<file path="src/pfm_pkg.sv">
// shared constants and types for the port pin function mux
package pfm_pkg;

  localparam int PFM_DW   = 8;
  localparam int PFM_AW   = 4;
  localparam int PFM_PA_N = 4;
  localparam int PFM_PB_N = 2;
  localparam int PFM_LF_N = 2;

  // register offsets
  localparam logic [3:0] PFM_A_PA_DATA  = 4'h0;
  localparam logic [3:0] PFM_A_PA_DIR   = 4'h1;
  localparam logic [3:0] PFM_A_PA_PULL  = 4'h2;
  localparam logic [3:0] PFM_A_PA_PDSEL = 4'h3;
  localparam logic [3:0] PFM_A_WAKE_EN  = 4'h4;
  localparam logic [3:0] PFM_A_WAKE_FLG = 4'h5;
  localparam logic [3:0] PFM_A_PA_IN    = 4'h6;
  localparam logic [3:0] PFM_A_PB_DATA  = 4'h7;
  localparam logic [3:0] PFM_A_PB_DIR   = 4'h8;
  localparam logic [3:0] PFM_A_PB_PULL  = 4'h9;
  localparam logic [3:0] PFM_A_PB_FUNC  = 4'hA;
  localparam logic [3:0] PFM_A_PB_IN    = 4'hB;
  localparam logic [3:0] PFM_A_MODE     = 4'hC;

  // reset values
  localparam logic [3:0] PFM_RST_PA   = 4'h0;
  localparam logic [1:0] PFM_RST_PB   = 2'h0;
  localparam logic [3:0] PFM_RST_FUNC = 4'h0;
  localparam logic [2:0] PFM_RST_MODE = 3'h0;
  localparam logic [7:0] PFM_RD_ZERO  = 8'h00;

  // mode register bits
  localparam int PFM_MODE_W   = 3;
  localparam int PFM_MODE_SPI = 0;
  localparam int PFM_MODE_IRQ = 1;
  localparam int PFM_MODE_LF  = 2;

  // port A pin roles while the serial interface is on
  localparam int PFM_PIN_SS   = 0;
  localparam int PFM_PIN_SCLK = 1;
  localparam int PFM_PIN_MISO = 2;
  localparam int PFM_PIN_MOSI = 3;

  // port B function field positions
  localparam int PFM_PB0_LSB = 0;
  localparam int PFM_PB1_LSB = 2;
  localparam int PFM_FUNC_W  = 2;

  // low-frequency input indices
  localparam int PFM_LF_POS = 0;
  localparam int PFM_LF_NEG = 1;

  typedef enum logic [1:0] {
    PFM_PB_GPIO  = 2'b00,
    PFM_PB_TIMER = 2'b01,
    PFM_PB_CONV  = 2'b10
  } pfm_pbfunc_t;

endpackage

</file>
<file path="src/pfm_sync.sv">
// two-flop synchroniser for pin inputs
`timescale 1ns/1ns
module pfm_sync
  import pfm_pkg::*;
#(
  parameter int WIDTH = 1
) (
  input  wire logic             sys_clk,
  input  wire logic             reset_n,
  input  wire logic [WIDTH-1:0] asyncIn,
  output logic      [WIDTH-1:0] syncOut
);

  logic [WIDTH-1:0] stage1;

  // stage1 feeds only the second flop
  always_ff @(posedge sys_clk) begin
    if (!reset_n) begin
      stage1  <= '0;
      syncOut <= '0;
    end else begin
      stage1  <= asyncIn;
      syncOut <= stage1;
    end
  end

endmodule

</file>
<file path="src/pfm_pad_cell.sv">
// registered pad controls for a group of pins
`timescale 1ns/1ns
module pfm_pad_cell
  import pfm_pkg::*;
#(
  parameter int WIDTH = 1
) (
  input  wire logic             sys_clk,
  input  wire logic             reset_n,
  input  wire logic [WIDTH-1:0] next_out,
  input  wire logic [WIDTH-1:0] next_oe,
  input  wire logic [WIDTH-1:0] next_pullUp,
  input  wire logic [WIDTH-1:0] next_pullDown,
  output logic      [WIDTH-1:0] padOut,
  output logic      [WIDTH-1:0] padOe,
  output logic      [WIDTH-1:0] padPullUp,
  output logic      [WIDTH-1:0] padPullDown
);

  always_ff @(posedge sys_clk) begin
    if (!reset_n) begin
      padOut      <= '0;
      padOe       <= '0;
      padPullUp   <= '0;
      padPullDown <= '0;
    end else begin
      padOut      <= next_out;
      padOe       <= next_oe;
      padPullUp   <= next_pullUp & ~next_pullDown;
      padPullDown <= next_pullDown;
    end
  end
endmodule

</file>
<file path="src/pfm_port_mux.sv">
// pin function mux for port A, port B and the low-frequency inputs
//
// The implementer's own choices: the address map and the plain strobed port.
`timescale 1ns/1ns
module pfm_port_mux
  import pfm_pkg::*;
(
  input  wire logic                sys_clk,
  input  wire logic                reset_n,
  input  wire logic [PFM_AW-1:0]   regAddr,
  input  wire logic [PFM_DW-1:0]   regWdata,
  input  wire logic                regWrite,
  input  wire logic                regRead,
  output logic      [PFM_DW-1:0]   regRdata,
  input  wire logic [PFM_PA_N-1:0] port_a_pin_in,
  output logic      [PFM_PA_N-1:0] port_a_pin_out,
  output logic      [PFM_PA_N-1:0] port_a_pin_oe,
  output logic      [PFM_PA_N-1:0] port_a_pin_pullUp,
  output logic      [PFM_PA_N-1:0] port_a_pin_pullDown,
  input  wire logic [PFM_PB_N-1:0] port_b_pin_in,
  output logic      [PFM_PB_N-1:0] port_b_pin_out,
  output logic      [PFM_PB_N-1:0] port_b_pin_oe,
  output logic      [PFM_PB_N-1:0] port_b_pin_pullUp,
  input  wire logic                lowfreqInputPos,
  input  wire logic                lowfreqInputNeg,
  output logic [PFM_PA_N-1:0]      keyboardWakeInterrupt,
  output logic                     extIrqN,
  output logic                     spiEnable,
  output logic                     spiSclk,
  output logic                     spiMosi,
  output logic                     spiSelectN,
  input  wire logic                spiMiso,
  input  wire logic                spiMisoOe,
  input  wire logic                timerCh0Out,
  input  wire logic                timerCh0Oe,
  input  wire logic                timerCh1Out,
  input  wire logic                timerCh1Oe,
  output logic                     timerCh0In,
  output logic                     timerCh1In,
  output logic                     converterInputCh3Sel,
  output logic                     converterInputCh4Sel,
  output logic                     lowfreqReceiverEnable,
  output logic                     lowfreqReceiverPos,
  output logic                     lowfreqReceiverNeg
);

  // software state
  logic [PFM_PA_N-1:0]   portAData;
  logic [PFM_PA_N-1:0]   portADir;
  logic [PFM_PA_N-1:0]   portAPullEn;
  logic [PFM_PA_N-1:0]   portAPullDownSel;
  logic [PFM_PA_N-1:0]   wakeEnable;
  logic [PFM_PA_N-1:0]   wakeFlag;
  logic [PFM_PB_N-1:0]   portBData;
  logic [PFM_PB_N-1:0]   portBDir;
  logic [PFM_PB_N-1:0]   portBPullEn;
  logic [PFM_PB_N*PFM_FUNC_W-1:0] portBFunc;
  logic [PFM_MODE_W-1:0] mode;

  // synchronised pins and edge history
  logic [PFM_PA_N-1:0]   pinASync;
  logic [PFM_PA_N-1:0]   pinAPrev;
  logic [PFM_PB_N-1:0]   pinBSync;
  logic [PFM_LF_N-1:0]   lfSync;

  // next pad values
  logic [PFM_PA_N-1:0]   next_aOut;
  logic [PFM_PA_N-1:0]   next_aOe;
  logic [PFM_PA_N-1:0]   next_aPullUp;
  logic [PFM_PA_N-1:0]   next_aPullDown;
  logic [PFM_PB_N-1:0]   next_bOut;
  logic [PFM_PB_N-1:0]   next_bOe;
  logic [PFM_PB_N-1:0]   next_bPullUp;
  logic [PFM_PA_N-1:0]   wakeActive;
  logic [PFM_PA_N-1:0]   wakeEdge;
  logic                  spiOn;
  logic                  irqOn;
  pfm_pbfunc_t           pb0Func;
  pfm_pbfunc_t           pb1Func;

  // decode a port B function field; reserved code falls back to GPIO
  function automatic pfm_pbfunc_t pbFuncOf(input logic [1:0] code);
    pfm_pbfunc_t f;
    f = PFM_PB_GPIO;
    unique case (code)
      PFM_PB_TIMER: f = PFM_PB_TIMER;
      PFM_PB_CONV:  f = PFM_PB_CONV;
      default:      f = PFM_PB_GPIO;
    endcase
    return f;
  endfunction

  // drive of one port B pin: {oe, out}
  function automatic logic [1:0] pbDrive(input pfm_pbfunc_t f,
                                         input logic data,
                                         input logic dir,
                                         input logic tOut,
                                         input logic tOe);
    logic [1:0] d;
    d = {dir, data};
    unique case (f)
      PFM_PB_TIMER: d = {tOe, tOut};
      // analog path: digital driver must stay off
      PFM_PB_CONV:  d = 2'h0;
      PFM_PB_GPIO:  d = {dir, data};
    endcase
    return d;
  endfunction

  assign spiOn   = mode[PFM_MODE_SPI];
  assign irqOn   = mode[PFM_MODE_IRQ];
  assign pb0Func = pbFuncOf(portBFunc[PFM_PB0_LSB +: PFM_FUNC_W]);
  assign pb1Func = pbFuncOf(portBFunc[PFM_PB1_LSB +: PFM_FUNC_W]);

  pfm_sync #(.WIDTH(PFM_PA_N)) syncA (
    .sys_clk (sys_clk),
    .reset_n (reset_n),
    .asyncIn (port_a_pin_in),
    .syncOut (pinASync)
  );

  pfm_sync #(.WIDTH(PFM_PB_N)) syncB (
    .sys_clk (sys_clk),
    .reset_n (reset_n),
    .asyncIn (port_b_pin_in),
    .syncOut (pinBSync)
  );

  pfm_sync #(.WIDTH(PFM_LF_N)) syncLf (
    .sys_clk (sys_clk),
    .reset_n (reset_n),
    .asyncIn ({lowfreqInputNeg, lowfreqInputPos}),
    .syncOut (lfSync)
  );

  // register writes
  always_ff @(posedge sys_clk) begin
    if (!reset_n) begin
      portAData        <= PFM_RST_PA;
      portADir         <= PFM_RST_PA;
      portAPullEn      <= PFM_RST_PA;
      portAPullDownSel <= PFM_RST_PA;
      wakeEnable       <= PFM_RST_PA;
      portBData        <= PFM_RST_PB;
      portBDir         <= PFM_RST_PB;
      portBPullEn      <= PFM_RST_PB;
      portBFunc        <= PFM_RST_FUNC;
      mode             <= PFM_RST_MODE;
    end else if (regWrite) begin
      unique case (regAddr)
        PFM_A_PA_DATA:  portAData   <= regWdata[PFM_PA_N-1:0];
        PFM_A_PA_DIR:   portADir    <= regWdata[PFM_PA_N-1:0];
        PFM_A_PA_PULL:  portAPullEn <= regWdata[PFM_PA_N-1:0];
        PFM_A_PA_PDSEL: portAPullDownSel <= regWdata[PFM_PA_N-1:0];
        PFM_A_WAKE_EN:  wakeEnable  <= regWdata[PFM_PA_N-1:0];
        PFM_A_PB_DATA:  portBData   <= regWdata[PFM_PB_N-1:0];
        PFM_A_PB_DIR:   portBDir    <= regWdata[PFM_PB_N-1:0];
        PFM_A_PB_PULL:  portBPullEn <= regWdata[PFM_PB_N-1:0];
        PFM_A_PB_FUNC:
          portBFunc <= regWdata[PFM_PB_N*PFM_FUNC_W-1:0];
        PFM_A_MODE:     mode        <= regWdata[PFM_MODE_W-1:0];
        default: ;
      endcase
    end
  end

  // wake request level: high level with pulldown, low level with pullup
  assign wakeActive = wakeEnable & ~(pinASync ^ portAPullDownSel);
  // edge only when the previous sample was at the idle level
  assign wakeEdge   = wakeActive & (pinAPrev ^ portAPullDownSel);

  // sticky wake flags, write one to clear; a new edge beats the clear
  always_ff @(posedge sys_clk) begin
    if (!reset_n) begin
      pinAPrev <= PFM_RST_PA;
      wakeFlag <= PFM_RST_PA;
    end else begin
      pinAPrev <= pinASync;
      if (regWrite && regAddr == PFM_A_WAKE_FLG) begin
        wakeFlag <= (wakeFlag & ~regWdata[PFM_PA_N-1:0]) | wakeEdge;
      end else begin
        wakeFlag <= wakeFlag | wakeEdge;
      end
    end
  end

  // read port, data valid the cycle after the strobe only
  always_ff @(posedge sys_clk) begin
    if (!reset_n) begin
      regRdata <= PFM_RD_ZERO;
    end else if (regRead) begin
      regRdata <= PFM_RD_ZERO;
      unique case (regAddr)
        PFM_A_PA_DATA:  regRdata[PFM_PA_N-1:0] <= portAData;
        PFM_A_PA_DIR:   regRdata[PFM_PA_N-1:0] <= portADir;
        PFM_A_PA_PULL:  regRdata[PFM_PA_N-1:0] <= portAPullEn;
        PFM_A_PA_PDSEL: regRdata[PFM_PA_N-1:0] <= portAPullDownSel;
        PFM_A_WAKE_EN:  regRdata[PFM_PA_N-1:0] <= wakeEnable;
        PFM_A_WAKE_FLG: regRdata[PFM_PA_N-1:0] <= wakeFlag;
        PFM_A_PA_IN:    regRdata[PFM_PA_N-1:0] <= pinASync;
        PFM_A_PB_DATA:  regRdata[PFM_PB_N-1:0] <= portBData;
        PFM_A_PB_DIR:   regRdata[PFM_PB_N-1:0] <= portBDir;
        PFM_A_PB_PULL:  regRdata[PFM_PB_N-1:0] <= portBPullEn;
        PFM_A_PB_FUNC:
          regRdata[PFM_PB_N*PFM_FUNC_W-1:0] <= portBFunc;
        PFM_A_PB_IN:    regRdata[PFM_PB_N-1:0] <= pinBSync;
        PFM_A_MODE:     regRdata[PFM_MODE_W-1:0] <= mode;
        default: ;
      endcase
    end else begin
      regRdata <= PFM_RD_ZERO;
    end
  end

  // port A pad selection
  always_comb begin
    next_aOut      = portAData;
    next_aOe       = portADir;
    next_aPullUp   = portAPullEn & ~portAPullDownSel;
    // pulldown is gated by the wake enable of the same pin
    next_aPullDown = portAPullEn & portAPullDownSel & wakeEnable;
    if (irqOn) begin
      next_aOe[PFM_PIN_SS] = 1'b0;
    end
    if (spiOn) begin
      // serial roles win over direction and data bits
      next_aOe                = '0;
      next_aOe[PFM_PIN_MISO]  = spiMisoOe;
      next_aOut[PFM_PIN_MISO] = spiMiso;
    end
  end

  // port B pad selection
  always_comb begin
    {next_bOe[0], next_bOut[0]} =
      pbDrive(pb0Func, portBData[0], portBDir[0],
              timerCh0Out, timerCh0Oe);
    {next_bOe[1], next_bOut[1]} =
      pbDrive(pb1Func, portBData[1], portBDir[1],
              timerCh1Out, timerCh1Oe);
    next_bPullUp[0] = portBPullEn[0] && pb0Func != PFM_PB_CONV;
    next_bPullUp[1] = portBPullEn[1] && pb1Func != PFM_PB_CONV;
  end

  pfm_pad_cell #(.WIDTH(PFM_PA_N)) padA (
    .sys_clk       (sys_clk),
    .reset_n       (reset_n),
    .next_out      (next_aOut),
    .next_oe       (next_aOe),
    .next_pullUp   (next_aPullUp),
    .next_pullDown (next_aPullDown),
    .padOut        (port_a_pin_out),
    .padOe         (port_a_pin_oe),
    .padPullUp     (port_a_pin_pullUp),
    .padPullDown   (port_a_pin_pullDown)
  );

  pfm_pad_cell #(.WIDTH(PFM_PB_N)) padB (
    .sys_clk       (sys_clk),
    .reset_n       (reset_n),
    .next_out      (next_bOut),
    .next_oe       (next_bOe),
    .next_pullUp   (next_bPullUp),
    .next_pullDown ({PFM_PB_N{1'b0}}),
    .padOut        (port_b_pin_out),
    .padOe         (port_b_pin_oe),
    .padPullUp     (port_b_pin_pullUp),
    .padPullDown   ()
  );

  // inputs toward peripherals
  always_ff @(posedge sys_clk) begin
    if (!reset_n) begin
      keyboardWakeInterrupt <= PFM_RST_PA;
      extIrqN               <= 1'b1;
    end else begin
      keyboardWakeInterrupt <= wakeActive;
      // select role of pin 0 takes it away from the interrupt request
      extIrqN <= (irqOn && !spiOn) ? pinASync[PFM_PIN_SS] : 1'b1;
    end
  end

  always_ff @(posedge sys_clk) begin
    if (!reset_n) begin
      spiEnable  <= 1'b0;
      spiSclk    <= 1'b0;
      spiMosi    <= 1'b0;
      spiSelectN <= 1'b1;
    end else begin
      spiEnable  <= spiOn;
      spiSclk    <= spiOn & pinASync[PFM_PIN_SCLK];
      spiMosi    <= spiOn & pinASync[PFM_PIN_MOSI];
      // idle deselected so the serial block ignores a disabled pin
      spiSelectN <= spiOn ? pinASync[PFM_PIN_SS] : 1'b1;
    end
  end

  always_ff @(posedge sys_clk) begin
    if (!reset_n) begin
      timerCh0In           <= 1'b0;
      timerCh1In           <= 1'b0;
      converterInputCh3Sel <= 1'b0;
      converterInputCh4Sel <= 1'b0;
    end else begin
      timerCh0In           <= (pb0Func == PFM_PB_TIMER) & pinBSync[0];
      timerCh1In           <= (pb1Func == PFM_PB_TIMER) & pinBSync[1];
      converterInputCh3Sel <= (pb0Func == PFM_PB_CONV);
      converterInputCh4Sel <= (pb1Func == PFM_PB_CONV);
    end
  end

  always_ff @(posedge sys_clk) begin
    if (!reset_n) begin
      lowfreqReceiverEnable <= 1'b0;
      lowfreqReceiverPos    <= 1'b0;
      lowfreqReceiverNeg    <= 1'b0;
    end else begin
      lowfreqReceiverEnable <= mode[PFM_MODE_LF];
      lowfreqReceiverPos    <= mode[PFM_MODE_LF] & lfSync[PFM_LF_POS];
      lowfreqReceiverNeg    <= mode[PFM_MODE_LF] & lfSync[PFM_LF_NEG];
    end
  end
endmodule

</file>
<file path="config.mk">
export PLATFORM = sky130hd
export DESIGN_NAME = pfm_port_mux
export DESIGN_NICKNAME = d
export VERILOG_FILES = /design/src/pfm_pkg.sv /design/src/pfm_sync.sv /design/src/pfm_pad_cell.sv /design/src/pfm_port_mux.sv
export SDC_FILE = /design/constraint.sdc
export NUM_CORES = 1
export LEC_CHECK = 0
export BUFFER_PORTS_ARGS = -buffer_cell sky130_fd_sc_hd__buf_2
export CORE_MARGIN = 5
export CORE_UTILIZATION = 57
export CTS_BUF_LIST = sky130_fd_sc_hd__clkbuf_2 sky130_fd_sc_hd__clkbuf_4 sky130_fd_sc_hd__clkbuf_8
export DETAILED_ROUTE_END_ITERATION = 10
export PLACE_DENSITY_LB_ADDON = 0.2
export SLEW_MARGIN = 10
export SYNTH_ARGS = -nofsm -noshare
export SYNTH_HDL_FRONTEND = slang
export SYNTH_SLANG_ARGS = --single-unit
</file>
<file path="constraint.sdc">
create_clock -name sys_clk -period 1.7 [get_ports sys_clk]
set_input_delay 0.17 -clock sys_clk [delete_from_list [all_inputs] [get_ports sys_clk]]
set_output_delay 0.17 -clock sys_clk [all_outputs]
set_load 0.005 [all_outputs]
</file>
==> impl_metrics.toml, run 1 <==
[detailed_routing]
ant_nets = 0
routed_wl_um = 8799
drtIter0Drc = 189
wl_per_cell_um = 15.12
firstDrtPassIters = 4
drc = 0
num_vias = 3030
viasPerCell = 5.206

[pwr]
powerDensity_nw_per_um2 = 863.3
switching_share_pct = 24.63
clkPwrFrac_pct = 34.1
p_switching_uw = 996.6
ir_worst_vdd_v = 0.0006374
p_leak_nw = 1.962
pwr-share-seq_pct = 58.7
p_comb_share_pct = 7.2
p_int_mw = 3.050

[placed_design]
place_area_um2 = 4427
placed_cells = 558
gp_congestion = 0.8799
numPortBuffers = 67
dp_hpwl_um = 6464
pre_cts_ws_ns = 0.2197

[timing]
setup_ws_ns = 0.3322
min_period_ns = 1.368
hold_viol = 0
timing.hold.ws_ns = 0.06062
max_clock_freq_mhz = 731.1
maxSlewViolCount = 0
rsz0062_at_grt = "false"
post-route-period-util_pct = 80.46
fin_skew_ns = 0.01123
setup-tns-final_ns = 0
setup_viol = 0

[worst_setup_path]
rr_startpoint = "portBFunc[2]"
worst_ep_arrival_time_ns = 1.64
cp_slowest_cell = "dfxtp_1"
crit_path_start = "portBFunc[2]"
crit_family = "compound AO/OA/AOI/OAI gates"
r2r_slack_ns = 0.33
end_kind = "flop"
worstSetupPathType = "reg -> reg"
path_cells = "mux2i_1, or2_1, a311o_1, a31oi_1"
cp_max_fo = 5
cp.buffers_inverters = 0
start_kind = "flop"
required_ns = 1.98
slowest_delay_ns = 0.45

[floorplanning]
core_area_um2 = 6832
die_x_um = 93.96
io_pins = 76
die_y_um = 93.96
start_util_pct = 58.81
rows = 30
die_area_um2 = 8828

[clocking]
cts_root_buf = "clkbuf_8"
insertion_delay_ns = 0.37
cts_tree = "built"
cts_buffer_depth = 2
cts_made_buffers = 9
htree_levels = 3
cts-resized-gates = 0
cts.clk_slew.worst_paths_ns = 0.09
numClockSinks = 99

[cells_and_area]
syn2layout_area_growth_pct = 16.66
antenna_cells = 0
final_cell_area_um2 = 4687
instances_no_fill = 582
final_nets = 517
drive_above_1_share_pct = 22.63

[hold_path]
hold_path_startpoint = "spiMiso"
min_path_type = "in -> reg"

[global_route]
met3_usage_pct = 5.529
gr-total-overflow = 0
grt_pass1_wl_um = 14460
grt_pass1_vias = 2963
grt_busiest_layer = "met2"
grt_max_degree = 41
grt.total_usage_pct = 21.37
grt_use_met1_pct = 27.01
antenna_found_initial = 0
grtUsageMet2_pct = 35.25

[yosys]
synth_common_cells = "dfxtp_1, nand2_1, and2_1, mux2i_1, nor2b_1"
synth_edf_count = 0
synthSimpleGateAreaFrac_pct = 24.23
netlist_area_um2 = 4018
synth_compound_area_share_pct = 9.810
synthArstFlopShare_pct = 0
ys_ff_latch = 99
synthAdderAreaFrac_pct = 1.869
synth_most_common_cell = "dfxtp_1"
synth_top_area_share_pct = 49.33
ys.flop_type = "dfxtp_1"
synth_top_family_by_area = "simple AND/OR/NAND/NOR gates"
synthXorXnorAreaFrac_pct = 1.744
avgSynthCellArea_um2 = 9.896
synth_area_leaders = "dfxtp_1, mux2i_1, and2_1, nand2_1, nor2b_1"
yosys.area.top_type = "dfxtp_1"
synth-seq-area-share_pct = 49.33
ys.warnings.count = 0
synthCells = 406
yosys.cell_types.count = 52
synthMuxAreaShare_pct = 7.630

[flow_run]
max_cap_violations = 0

[run_status]
status = "completed"
layer usage:
metal  up-vias  wire length [µm]
li1       1514                 -
met4         0               155
met3        15               565
met1      1407              3884
met2        94              4195
met5         -                 0
cells in the final DEF (no fill, tap or decap), types with 3 or more instances in the layout:
| cell | instances |
|---|---|
| a21boi_0 | 16 |
| a21oi_1 | 6 |
| a31oi_1 | 4 |
| a32o_1 | 4 |
| and2_1 | 34 |
| and3_1 | 11 |
| buf_2 | 67 |
| buf_4 | 16 |
| clkbuf_8 | 9 |
| conb_1 | 4 |
| dfxtp_1 | 99 |
| dlygate4sd3_1 | 8 |
| ha_1 | 6 |
| inv_1 | 4 |
| mux2i_1 | 25 |
| nand2_1 | 47 |
| nand2b_1 | 4 |
| nand3_1 | 13 |
| nand3b_1 | 3 |
| nor2_1 | 15 |
| nor2b_1 | 23 |
| o21ai_0 | 12 |
| xnor2_1 | 4 |
| xor2_1 | 4 |
kinds of logic (layout without fill, tap and decap cells):
kind of cell,Yosys count,after routing
multiplexers,29,29
AO/OA/AOI/OAI,56,56
AND/OR/NAND/NOR,172,172
adder cells (fa/ha/maj),6,6
XOR/XNOR,8,8
flip-flops,99,99
buffers and inverters,35,112
other,1,4
final timing paths:
path                 endpoint  cells after the start
max               regRdata[2]                      4
min reg2reg  syncA.syncOut[0]                      1
min            padA.padOut[2]                      3
max reg2reg       regRdata[2]                      4
what timing repair did:
item | CTS | global route
hold buffers | 8 | 0
setup endpoints to repair | 0 | 0
hold endpoints to repair | 8 | 0
buffers inserted | 0 | 0
state kept, by name, indices dropped and copies added, names as in the netlist, 3 cells and up:
name / count
padA.padOe: 4
padA.padPullUp: 4
portBFunc: 4
regRdata: 4
padA.padOut: 4
portAData: 4
mode: 3
wakeFlag: 4
wakeEnable: 4
portAPullDownSel: 4
keyboardWakeInterrupt: 4
portADir: 4
syncA.stage1: 4
pinAPrev: 4
portAPullEn: 4
padA.padPullDown: 4
syncA.syncOut: 4
layout make-up:
| class | instances | area [µm²] |
|---|---|---|
| clock buffers | 10 | 131.4 |
| clock inverters | 6 | 48.80 |
| fillers | 591 | 2145 |
| inverters | 4 | 15.01 |
| multi-input cells | 275 | 1834 |
| flip-flops and latches | 99 | 1982 |
| well taps | 96 | 120.1 |
| repair buffers | 92 | 555.5 |
worst min-delay path, delay by kind of cell:
kind	cells	cell delay, ns
buf+inv	1	0.07
mux	1	0.05
simple gates	1	0.10
power groups by stage:
stage,Combinational [mW],Sequential (mW),Clock [mW]
floorplan,0.199,2.42,0
global placement,0.270,2.43,0
detailed placement,0.275,2.43,0
CTS,0.291,2.38,1.41
global route,0.322,2.38,1.51
finish,0.291,2.38,1.38
stage by stage:
stage	utilization [%]	total power, mW
5_1_grt	68.61	4.218
3_3_place_gp	64.80	2.700
6_report	68.61	4.046
2_1_floorplan	-	2.622
4_1_cts	68.61	4.079
3_5_place_dp	64.80	2.706
Power figures use the tool's default switching activity.
==> run 2: changes to the inputs <==
--- a/config.mk
+++ b/config.mk
@@ -5,9 +5,10 @@
 export SDC_FILE = /design/constraint.sdc
 export NUM_CORES = 1
 export LEC_CHECK = 0
+export ABC_AREA = 1
 export BUFFER_PORTS_ARGS = -buffer_cell sky130_fd_sc_hd__buf_2
 export CORE_MARGIN = 5
-export CORE_UTILIZATION = 57
+export CORE_UTILIZATION = 51
 export CTS_BUF_LIST = sky130_fd_sc_hd__clkbuf_2 sky130_fd_sc_hd__clkbuf_4 sky130_fd_sc_hd__clkbuf_8
 export DETAILED_ROUTE_END_ITERATION = 10
 export PLACE_DENSITY_LB_ADDON = 0.2
==> constraint.sdc (replaced) <==
create_clock -name sys_clk -period 1.2 [get_ports sys_clk]
set_input_delay 0.12 -clock sys_clk [delete_from_list [all_inputs] [get_ports sys_clk]]
set_output_delay 0.12 -clock sys_clk [all_outputs]
set_load 0.005 [all_outputs]
==> impl_metrics.toml, run 2 <==
[run_status]
status = "completed"

[timing]
setup-tns-final_ns = 0
maxSlewViolCount = 0
max_clock_freq_mhz = 905.1
setup_viol = 0
setup_ws_ns = 0.09514
min_period_ns = 1.105
hold_viol = 0
post-route-period-util_pct = 92.07
rsz0062_at_grt = "false"
fin_skew_ns = 0.008439

[floorplanning]
die_area_um2 = 9198
core_area_um2 = 7214
die_x_um = 95.91
io_pins = 76
rows = 31
die_y_um = 95.91
start_util_pct = 52.17

[yosys]
synth_top_area_share_pct = 52.66
synth_edf_count = 0
synth_area_leaders = "dfxtp_1, nand2_1, inv_1, nand3_1, a21oi_1"
ys.flop_type = "dfxtp_1"
yosys.cell_types.count = 25
synthCells = 476
netlist_area_um2 = 3764
synth-seq-area-share_pct = 52.66
synth_common_cells = "dfxtp_1, nand2_1, inv_1, nand3_1, a21oi_1"
avgSynthCellArea_um2 = 7.907
ys_ff_latch = 99
synth_most_common_cell = "dfxtp_1"
synthArstFlopShare_pct = 0
yosys.area.top_type = "dfxtp_1"
ys.warnings.count = 0

[pwr]
powerDensity_nw_per_um2 = 1297
p_int_mw = 4.511
p_comb_share_pct = 7.5
pwr-share-seq_pct = 56.8
switching_share_pct = 24.33
p_leak_nw = 2.248
clkPwrFrac_pct = 35.7
p_switching_mw = 1.450
ir_worst_vdd_v = 0.0006346
finalPower_mw = 5.961

[cells_and_area]
layout.cells.most_common = "dfxtp_1"
final_core_util_pct = 63.72
final_cell_mix = "dfxtp_1, nand2_1, inv_1, buf_2, nand3_1"
regArea_um2 = 1983
nFillCells = 679
antenna_cells = 0
syn2layout_area_growth_pct = 22.14
multi_input_area_um2 = 1419
drive_above_1_share_pct = 21.68
instances_no_fill = 671
final_nets = 603

[detailed_routing]
routed_wl_um = 8760
firstDrtPassIters = 4
drc = 0
num_vias = 3264
drtIter0Drc = 216
ant_nets = 0
viasPerCell = 4.864
wl_per_cell_um = 13.06

[clocking]
numClockSinks = 99
htree_levels = 3
cts.clk_slew.worst_paths_ns = 0.09
insertion_delay_ns = 0.36
cts_root_buf = "clkbuf_8"
cts_buffer_depth = 2
cts_made_buffers = 9
cts_tree = "built"

[worst_setup_path]
worst_ep_arrival_time_ns = 1.41
reg2reg_to = "wakeFlag[1]"
required_ns = 1.51
r2r_slack_ns = 0.1
slowest_delay_ns = 0.37
worstSetupPathType = "reg -> reg"
cp_max_fo = 4
end_kind = "flop"
rr_worst_depth = 5
start_kind = "flop"
crit_family = "compound AO/OA/AOI/OAI gates"
cp.buffers_inverters = 1
path_cells = "inv_1, o21ai_0, a211oi_1, nand2_1, nand2_1"
rr_startpoint = "portAPullDownSel[1]"
crit_top_cell = "nand2_1"
cp_slowest_cell = "dfxtp_1"

[global_route]
grt_pass1_wl_um = 14680
grt.total_usage_pct = 20.71
grt_max_degree = 32
gr-total-overflow = 0
grt_pass1_vias = 3146
antenna_found_initial = 0

[placed_design]
gp_congestion = 0.8580
numPortBuffers = 67
placed_cells = 645
pre_cts_ws_ns = 0.04741
dp_hpwl_um = 6464

[hold_path]
hold_path_startpoint = "timerCh0Out"
min_path_type = "in -> reg"
hold_depth = 3
whs_endpoint = "padB.padOut[0]"

[flow_run]
max_cap_violations = 0
[run 2: kinds of logic after synthesis]
kind of cell               count (synthesis)  synth area share (%)
AOI/OAI and AO/OA                         82                 11.17
buffers and inverters                     92                 9.940
DFF                                       99                 52.66
other                                      1               0.09964
adders and majority gates                  6                 1.995
xor gates and xnor gates                   4                0.9308
and+or+nand+nor                          192                 23.20
[run 2: area by class of cell]
type | count | share of cell area [%]
tap | 99 | 2.695
clock inverter | 6 | 1.443
sequential | 99 | 43.14
timing repair buffer | 95 | 12.96
inverter | 74 | 6.042
multi-input combinational | 288 | 30.87
clock buffer | 10 | 2.858
[run 2: repair_timing]
item,CTS,global route
endpoints found under the hold margin,10,0
hold buffers,10,0
gates resized for setup,0,1
setup buffers,0,0
endpoints found under the setup margin,0,2
[run 2: how the worst max path moves through the flow]
stage	start	end	cells after the start
CTS	portBFunc[2]	padB.padOut[1]	4
global route	portBFunc[0]	padB.padOut[0]	4
detailed placement	regAddr[1]	wakeEnable[1]	6
global placement	regAddr[1]	wakeEnable[2]	6
floorplan	portBFunc[0]	padB.padOe[0]	4
finish	portAPullDownSel[1]	wakeFlag[1]	5
[run 2: power groups by stage]
stage / logic [mW] / registers [mW] / clock network (mW)
floorplan: 0.246 / 3.46 / 0
global placement: 0.409 / 3.46 / 0
detailed placement: 0.419 / 3.46 / 0
CTS: 0.445 / 3.39 / 2.16
global route: 0.502 / 3.40 / 2.29
finish: 0.445 / 3.39 / 2.13
[run 2: worst min-delay path, stage by stage]
cell and delay (ns):
buf_2 0.07, o21ai_0 0.07, nor2_1 0.08
[run 2: metrics by stage]
| stage | area, µm² | hold slack [ns] |
|---|---|---|
| 4_1_cts | 4596 | 0.006956 |
| 5_1_grt | 4597 | 0.03178 |
| 3_3_place_gp | 4298 | 0.2996 |
| 3_5_place_dp | 4298 | 0.3068 |
| 6_report | 4597 | 0.01750 |
| 2_1_floorplan | 3775 | 0.2176 |
[run 2: routing by layer]
layer / vias to the layer above / routed length (µm) / track usage (%)
met5: - / 0 / 0
met4: 0 / 179 / 9.005
met3: 15 / 624 / 3.831
met2: 105 / 4137 / 34.16
met1: 1462 / 3819 / 26.45
li1: 1682 / - / -
